--- config.mk ---
export PLATFORM = sky130hd
export DESIGN_NAME = bit_flag_unit
export DESIGN_NICKNAME = d
export VERILOG_FILES = /design/src/bitop_pkg.sv /design/src/bit_flag_unit.sv /design/src/io_byte.sv /design/src/shift_unit.sv
export SDC_FILE = /design/constraint.sdc
export NUM_CORES = 1
export LEC_CHECK = 0
export ABC_AREA = 1
export BUFFER_PORTS_ARGS = -buffer_cell sky130_fd_sc_hd__buf_2
export CORE_UTILIZATION = 31
export CTS_CLUSTER_DIAMETER = 120
export DETAILED_ROUTE_END_ITERATION = 8
export GPL_TIMING_DRIVEN = 0
export PLACE_DENSITY_LB_ADDON = 0.25
export SLEW_MARGIN = 20
export SYNTH_ARGS = -nofsm -noshare
export SYNTH_HDL_FRONTEND = slang
export SYNTH_HIERARCHICAL = 1
export SYNTH_SLANG_ARGS = --single-unit
--- constraint.sdc ---
create_clock -name pclk -period 3 [get_ports pclk]
set_clock_uncertainty 0.15 [all_clocks]
set_input_delay 0.9 -clock pclk [delete_from_list [all_inputs] [get_ports pclk]]
set_output_delay 0.9 -clock pclk [all_outputs]
set_load 0.02 [all_outputs]
--- src/bitop_pkg.sv ---
// constants, field layout and command codes shared by the bit and flag unit
// assumes a single pclk domain; software issues commands through apb writes
package bitop_pkg;

    // apb register byte offsets
    localparam logic [7:0] CTRL_OFS = 8'h00;
    localparam logic [7:0] OPND_OFS = 8'h04;
    localparam logic [7:0] FLAG_OFS = 8'h08;
    localparam logic [7:0] STAT_OFS = 8'h0C;

    // command word fields
    localparam int OPC_LSB = 0;
    localparam int BIDX_LSB = 8;
    localparam int IOA_LSB = 16;

    // status word fields
    localparam int SKIP_POS = 0;
    localparam int REFUSED_POS = 1;

    // processor flag bit positions
    localparam int C_POS = 0;
    localparam int Z_POS = 1;
    localparam int N_POS = 2;
    localparam int V_POS = 3;
    localparam int S_POS = 4;
    localparam int H_POS = 5;
    localparam int T_POS = 6;
    localparam int I_POS = 7;

    // values after reset
    localparam logic [7:0] FLAGS_RST = 8'h00;
    localparam logic [7:0] OPND_RST = 8'h00;
    localparam logic [7:0] IO_RST = 8'h00;

    // bit-addressable io window and the event register inside it
    localparam logic [5:0] IO_BIT_TOP = 6'h1F;
    localparam int IO_REGS = 32;
    localparam int EVT_IO_IDX = 8;
    localparam logic [7:0] EVT_W1C_MASK = 8'h10;

    // every command completes in this many cycles
    localparam int EXEC_CYCLES = 1;

    typedef enum logic [4:0] {
        OP_NOP = 5'h00, OP_ROT_RC, OP_ASHR, OP_SWAP, OP_FSET, OP_FCLR, OP_T_STORE, OP_T_LOAD,
        OP_SEC, OP_CLC, OP_SEN, OP_CLN, OP_SEZ, OP_CLZ, OP_SGN_SET, OP_SGN_CLR,
        OP_OVF_SET, OP_OVF_CLR, OP_SET, OP_CLT, OP_HC_SET, OP_CLH, OP_IOSET, OP_IOCLR,
        OP_IOSKS, OP_IOSKC, OP_IOWR, OP_IORD
    } opcode_t;

endpackage

--- src/bit_flag_unit.sv ---
// flag and single-bit execution unit of an 8-bit core, commanded over apb
// assumes apb master on pclk; io_event comes from pins and is synchronised here
//
// Notes on behaviour
// RULE1 - rotate right through carry, flags, one cycle
// RULE2 - arithmetic shift right keeps sign, flags updated
// RULE3 - copy chosen operand bit into transfer flag
// RULE4 - copy transfer flag into chosen operand bit
// RULE5 - set signed flag only
// RULE6 - clear signed flag only
// RULE7 - set overflow flag only
// RULE8 - clear overflow flag only
// RULE9 - set half carry flag only
// RULE10 - software writes reserved bits as zero
// RULE11 - software never writes reserved io addresses
// RULE12 - io bit set/clear only below 0x20
// RULE13 - skip tests read one io bit
// RULE14 - writing one clears event flags
// RULE15 - io bit ops touch only addressed bit
// RULE16 - nibble swap, flags unchanged
// RULE17 - indexed flag set and clear
// RULE18 - dedicated set/clear of c, n, z, t
`timescale 1ns/1ps
module bit_flag_unit (
    input logic pclk,
    input logic presetn,
    input logic psel,
    input logic penable,
    input logic pwrite,
    input logic [7:0] paddr,
    input logic [31:0] pwdata,
    output logic [31:0] prdata,
    output logic pready,
    output logic pslverr,
    input logic [7:0] io_event,
    output logic [7:0] flags_out,
    output logic [7:0] operand_out,
    output logic skip_next
);
    import bitop_pkg::*;

    logic [7:0] flags_q;
    logic [7:0] flags_d;
    logic [7:0] operand_q;
    logic [7:0] operand_d;
    logic skip_q;
    logic skip_d;
    logic refused_q;
    logic refused_d;
    logic [31:0] prdata_q;
    logic [7:0] ev_meta_q;
    logic [7:0] ev_sync_q;
    logic [7:0] io_q [IO_REGS];

    logic access;
    logic mapped;
    logic exec;
    opcode_t opc;
    logic [2:0] bidx;
    logic [5:0] ioa;
    logic [4:0] io_idx;
    logic io_ok;
    logic io_we;
    logic [7:0] io_mask;
    logic [7:0] io_wdata;
    logic [7:0] sh_res;
    logic sh_c;
    logic sh_z;
    logic sh_n;
    logic sh_v;

    // zero wait states: every access completes in its first access cycle
    assign access = psel & penable;
    assign pready = 1'b1;
    assign mapped = (paddr == CTRL_OFS) || (paddr == OPND_OFS) ||
                    (paddr == FLAG_OFS) || (paddr == STAT_OFS);
    assign pslverr = access & ~mapped;

    // a write to the command word starts the command at the access edge
    assign exec = access & pwrite & (paddr == CTRL_OFS);
    assign opc = opcode_t'(pwdata[OPC_LSB +: 5]);
    assign bidx = pwdata[BIDX_LSB +: 3];
    assign ioa = pwdata[IOA_LSB +: 6];
    assign io_idx = ioa[4:0];
    assign io_ok = (ioa <= IO_BIT_TOP); // RULE12

    assign flags_out = flags_q;
    assign operand_out = operand_q;
    assign skip_next = skip_q;

    // read data is captured in the setup cycle so it leaves a flop
    always_ff @(posedge pclk or negedge presetn) begin
        if (!presetn) begin
            prdata_q <= 32'h0000_0000;
        end else if (psel && !penable && !pwrite) begin
            unique case (paddr)
                OPND_OFS: prdata_q <= {24'h00_0000, operand_q};
                FLAG_OFS: prdata_q <= {24'h00_0000, flags_q};
                STAT_OFS: prdata_q <= {30'h0000_0000, refused_q, skip_q};
                default: prdata_q <= 32'h0000_0000;
            endcase
        end
    end
    assign prdata = prdata_q;

    // pin events pass two flops before the event register sees them
    always_ff @(posedge pclk or negedge presetn) begin
        if (!presetn) begin
            ev_meta_q <= 8'h00;
            ev_sync_q <= 8'h00;
        end else begin
            ev_meta_q <= io_event;
            ev_sync_q <= ev_meta_q;
        end
    end

    shift_unit u_shift (
        .op(opc),
        .din(operand_q),
        .c_in(flags_q[C_POS]),
        .dout(sh_res),
        .c_out(sh_c),
        .z_out(sh_z),
        .n_out(sh_n),
        .v_out(sh_v)
    );

    // io window; only the event register carries write-one-to-clear flags
    genvar gi;
    generate
        for (gi = 0; gi < IO_REGS; gi++) begin : g_io
            io_byte #(
                .W1C_MASK(gi == EVT_IO_IDX ? EVT_W1C_MASK : 8'h00)
            ) u_io (
                .pclk(pclk),
                .presetn(presetn),
                .wr_en(io_we && (io_idx == 5'(gi))),
                .wr_mask(io_mask),
                .wr_data(io_wdata),
                .hw_set(gi == EVT_IO_IDX ? ev_sync_q : 8'h00),
                .q(io_q[gi])
            );
        end
    endgenerate

    // command decode; register writes from software share the same next-state
    always_comb begin
        flags_d = flags_q;
        operand_d = operand_q;
        skip_d = skip_q;
        refused_d = refused_q;
        io_we = 1'b0;
        io_mask = 8'h00;
        io_wdata = 8'h00;
        if (access && pwrite && paddr == OPND_OFS) begin
            operand_d = pwdata[7:0];
        end
        if (access && pwrite && paddr == FLAG_OFS) begin
            flags_d = pwdata[7:0];
        end
        if (exec) begin
            skip_d = 1'b0;
            refused_d = 1'b0;
            unique case (opc)
                OP_ROT_RC, OP_ASHR: begin
                    operand_d = sh_res; // RULE1 RULE2
                    flags_d[C_POS] = sh_c;
                    flags_d[Z_POS] = sh_z;
                    flags_d[N_POS] = sh_n;
                    flags_d[V_POS] = sh_v;
                end
                OP_SWAP: operand_d = sh_res; // RULE16
                OP_FSET: flags_d[bidx] = 1'b1; // RULE17
                OP_FCLR: flags_d[bidx] = 1'b0; // RULE17
                OP_T_STORE: flags_d[T_POS] = operand_q[bidx]; // RULE3
                OP_T_LOAD: operand_d[bidx] = flags_q[T_POS]; // RULE4
                OP_SEC: flags_d[C_POS] = 1'b1; // RULE18
                OP_CLC: flags_d[C_POS] = 1'b0; // RULE18
                OP_SEN: flags_d[N_POS] = 1'b1; // RULE18
                OP_CLN: flags_d[N_POS] = 1'b0; // RULE18
                OP_SEZ: flags_d[Z_POS] = 1'b1; // RULE18
                OP_CLZ: flags_d[Z_POS] = 1'b0; // RULE18
                OP_SGN_SET: flags_d[S_POS] = 1'b1; // RULE5
                OP_SGN_CLR: flags_d[S_POS] = 1'b0; // RULE6
                OP_OVF_SET: flags_d[V_POS] = 1'b1; // RULE7
                OP_OVF_CLR: flags_d[V_POS] = 1'b0; // RULE8
                OP_SET: flags_d[T_POS] = 1'b1; // RULE18
                OP_CLT: flags_d[T_POS] = 1'b0; // RULE18
                OP_HC_SET: flags_d[H_POS] = 1'b1; // RULE9
                OP_CLH: flags_d[H_POS] = 1'b0;
                OP_IOSET, OP_IOCLR: begin
                    // single-lane write keeps event flags in other lanes intact
                    io_we = io_ok; // RULE12
                    io_mask = 8'h01 << bidx; // RULE15
                    io_wdata = (opc == OP_IOSET) ? 8'hFF : 8'h00; // RULE14
                    refused_d = ~io_ok;
                end
                OP_IOSKS, OP_IOSKC: begin
                    // the core's fetch stage consumes skip_next
                    skip_d = io_ok && (io_q[io_idx][bidx] == (opc == OP_IOSKS)); // RULE13
                    refused_d = ~io_ok;
                end
                OP_IOWR: begin
                    // writes above the window are dropped and flagged
                    io_we = io_ok; // RULE12
                    io_mask = 8'hFF;
                    io_wdata = operand_q;
                    refused_d = ~io_ok;
                end
                OP_IORD: begin
                    operand_d = io_ok ? io_q[io_idx] : operand_q;
                    refused_d = ~io_ok;
                end
                default: begin
                    operand_d = operand_q;
                end
            endcase
        end
    end

    // operand and flags
    always_ff @(posedge pclk or negedge presetn) begin
        if (!presetn) begin
            flags_q <= FLAGS_RST;
            operand_q <= OPND_RST;
        end else begin
            flags_q <= flags_d;
            operand_q <= operand_d;
        end
    end

    // skip and refusal status hold until the next command
    always_ff @(posedge pclk or negedge presetn) begin
        if (!presetn) begin
            skip_q <= 1'b0;
            refused_q <= 1'b0;
        end else begin
            skip_q <= skip_d;
            refused_q <= refused_d;
        end
    end

    // helper state for the checks: command and values before it ran
    logic chk_exec_q;
    opcode_t chk_opc_q;
    logic [2:0] chk_bidx_q;
    logic chk_ok_q;
    logic [7:0] chk_flags_q;
    logic [7:0] chk_opnd_q;
    logic [4:0] chk_idx_q;
    logic [7:0] chk_iov_q;
    logic [7:0] chk_ev_q;
    always_ff @(posedge pclk or negedge presetn) begin
        if (!presetn) begin
            chk_exec_q <= 1'b0;
            chk_opc_q <= OP_NOP;
            chk_bidx_q <= 3'h0;
            chk_ok_q <= 1'b0;
            chk_flags_q <= FLAGS_RST;
            chk_opnd_q <= OPND_RST;
            chk_idx_q <= 5'h00;
            chk_iov_q <= IO_RST;
            chk_ev_q <= 8'h00;
        end else begin
            chk_exec_q <= exec;
            chk_opc_q <= opc;
            chk_bidx_q <= bidx;
            chk_ok_q <= io_ok;
            chk_flags_q <= flags_q;
            chk_opnd_q <= operand_q;
            chk_idx_q <= io_idx;
            chk_iov_q <= io_q[io_idx];
            chk_ev_q <= ev_sync_q;
        end
    end
endmodule

--- src/io_byte.sv ---
// one bit-addressable io register; bits in W1C_MASK are hardware event flags
// assumes hw_set is already synchronous to pclk
`timescale 1ns/1ps
module io_byte #(
    parameter logic [7:0] W1C_MASK = 8'h00
) (
    input logic pclk,
    input logic presetn,
    input logic wr_en,
    input logic [7:0] wr_mask,
    input logic [7:0] wr_data,
    input logic [7:0] hw_set,
    output logic [7:0] q
);
    import bitop_pkg::*;

    logic [7:0] clr;
    logic [7:0] plain;

    // a one written to a flag clears it; only masked lanes are touched
    assign clr = (wr_en ? (wr_mask & wr_data) : 8'h00) & W1C_MASK; // RULE14
    assign plain = wr_en ? ((q & ~wr_mask) | (wr_data & wr_mask)) : q; // RULE15

    // event set wins over a clear landing in the same cycle
    always_ff @(posedge pclk or negedge presetn) begin
        if (!presetn) begin
            q <= IO_RST;
        end else begin
            q <= (plain & ~W1C_MASK) | (q & W1C_MASK & ~clr) | (hw_set & W1C_MASK);
        end
    end
endmodule

--- src/shift_unit.sv ---
// rotate, arithmetic shift and nibble swap of one byte with the flags they make
// assumes a purely combinational use inside the command stage
`timescale 1ns/1ps
module shift_unit (
    input bitop_pkg::opcode_t op,
    input logic [7:0] din,
    input logic c_in,
    output logic [7:0] dout,
    output logic c_out,
    output logic z_out,
    output logic n_out,
    output logic v_out
);
    import bitop_pkg::*;

    // carry only changes on the two shifts
    always_comb begin
        dout = din;
        c_out = c_in;
        unique case (op)
            OP_ROT_RC: begin
                dout = {c_in, din[7:1]};
                c_out = din[0];
            end
            OP_ASHR: begin
                dout = {din[7], din[7:1]}; // sign bit kept in place
                c_out = din[0];
            end
            OP_SWAP: begin
                dout = {din[3:0], din[7:4]};
            end
            default: begin
                dout = din;
            end
        endcase
    end

    // overflow follows n xor c after a right shift
    assign z_out = (dout == 8'h00);
    assign n_out = dout[7];
    assign v_out = dout[7] ^ c_out;
endmodule

==> impl_metrics.yaml <==
yosys:
  synth_area_per_cell_um2: 7.19
  ys_warn_count: 6
  synth_cells: 2501
  synth_area_um2: 18000
worst_setup_path:
  crit_chain: "buf_2, nor2_1, nand2_2, inv_2, nand2_1, nor3_4, inv_2, nand3_1, nor3_1, buf_2"
  cp-end-kind: "output port"
  critPathMaxFanout: 4
  critPathRequiredTime_ps: 1950
  startpoint_type: "input pin"
  slowest_stage: "nor3_4"
  crit_type: "in2out"
  cpLargestDelayFamily: "simple AND/OR/NAND/NOR gates"
  crit_buf_inv: 4
  critPathArrivalTime_ps: 1890
  slowest_delay_ps: 170
floorplanning:
  coreArea_um2: 56800
  ios: 104
  start_util_pct: 31.6
  die_h_um: 243
  dieArea_um2: 58900
  rows: 87
  die_w_um: 243
finish:
  final_nets: 2719
  drive_above_1_share_pct: 19.7
  final_cells: 3448
  antenna_cells: 0
  area_delta_synth_final_pct: 21.1
  fin_area_um2: 21800
status:
  status: "finished clean"
routing:
  drt_iter0_drc: 1651
  vias: 17300
  wirelength_um: 68000
  viasPerCell: 5.03
  wl_per_cell_um: 19.7
  drc: 0
  ant_nets: 0
  dr.pass1.iters: 6
clocking:
  htree_levels: 2
  tritoncts: "built"
  root_buffer: "clkbuf_16"
  cts_hold_buffers: 0
  clock_path_buffers: 3
  cts.clk_slew.worst_paths_ps: 60
  clkLatencyLatePin_ps: 570
  numCtsBuffers: 36
  clock_sinks: 284
power:
  power_mw: 8.82
  p_per_area_nw_per_um2: 405
  p_leak_nw: 10.6
  irDropWorstVdd_mv: 0.307
timing:
  worstMarginPinSlew_ps: 828
  rsz0062_at_grt: "yes"
  hold_viol: 0
  maxSlewViolCount: 0
  fin_crit_sh_pct: 98.0
  setup_violations: 0
  fin_crit_ps: 2940
  clock.fmax_mhz: 340
  slew-limit-headroom_pct: 44.4
global_route:
  met1_usage_pct: 32.0
  grt_use_met2_pct: 35.2
  grt_usage_pct: 22.8
  grt_busiest_layer: "met2"
  antenna_found_initial: 1
  use_met3_pct: 3.62
  grt_pass1_wl_um: 103000
  grt_max_degree: 83
  overflow: 0
  grt_pass1_vias: 16400
job:
  maxCapViolations: 0
placement:
  dp_hpwl_um: 48600
  portBuffers: 55
  post_dp_cell_area_um2: 20400
  dp.cells: 3370
  place.gp.congestion: 0.987
hold_path:
  holdCritPathClass: "in2async"
## layer usage
metal / part of all wire, % / vias up / wire, um
met2: 45 / 650 / 30400
met1: 45 / 8286 / 30400
met5: 0 / - / 0
met4: 3.7 / 0 / 2500
li1: - / 8280 / -
met3: 6.9 / 128 / 4680
## placed cells by master (no fill, tap or decap), types with 48 or more instances in the layout
cell,n
nor2_1,100
buf_4,48
dfrtp_1,284
nand3_1,222
inv_1,53
nand3_2,103
a21oi_1,56
nand2_1,1275
buf_2,66
nand2_2,68
## final timing paths
path                              start           end  slack, ps  depth (start not counted)
min reg2reg                ev_meta_q[4]  ev_sync_q[4]        220                          0
max reg2reg                   flip-flop     skip_next        800                         16
min in group pclk          ev_meta_q[4]  ev_sync_q[4]        220                          0
max in group asynchronous       presetn     async pin       1320                          3
min                             presetn     async pin        130                          1
max                            paddr[7]       pslverr         60                         10
## worst register-to-register path: stages (launching register included)
cell and delay, ps:
dfrtp_1 380, nand2_1 60, nand2_1 70, nand2_1 70, nand3_1 140, nand2_1 110
nand2_1 150, nor2_1 250, nand2_1 120, nand3_1 90, nand2_1 50, inv_1 50
nand2_1 90, nand2_1 80, nand2_1 50, nand3_1 130, nand2_1 70
## power breakdown
group / switching, mW / total [mW] / internal (mW)
logic: 0.510 / 0.665 / 0.155
registers: 0.0194 / 3.86 / 3.84
clock network: 1.79 / 4.29 / 2.50
## metrics by stage
stage	hold slack (ps)	setup slack, ps	utilization (%)	setup TNS (ps)
after floorplan	181	-414	-	-67910
after global placement	182	-4980	34.2	-1767900
after detailed placement	204	-836	35.8	-149160
after CTS	118	2.94	38.0	0
after global routing	148	-4.03	38.3	-7.55
final	127	61.1	38.3	0
## what timing repair did
action                                  CTS  global route
gates cloned                              0             1
endpoints found under the setup margin  144           163
hold endpoints to repair                  0             0
buffers inserted                          6             7
gates resized for setup                  17            25
pin swaps                                 4             4
## area by class of cell
cell class | count | area, um^2
fillers | 5934 | 35100
multi-input cells | 2031 | 9510
flip-flops and latches | 284 | 7110
plain buffers | 139 | 1490
repair buffers | 103 | 1290
clock buffers | 51 | 1040
well taps | 756 | 946
inverters | 71 | 277
clock inverters | 13 | 101
No activity file was read; power rests on OpenSTA's default activity.
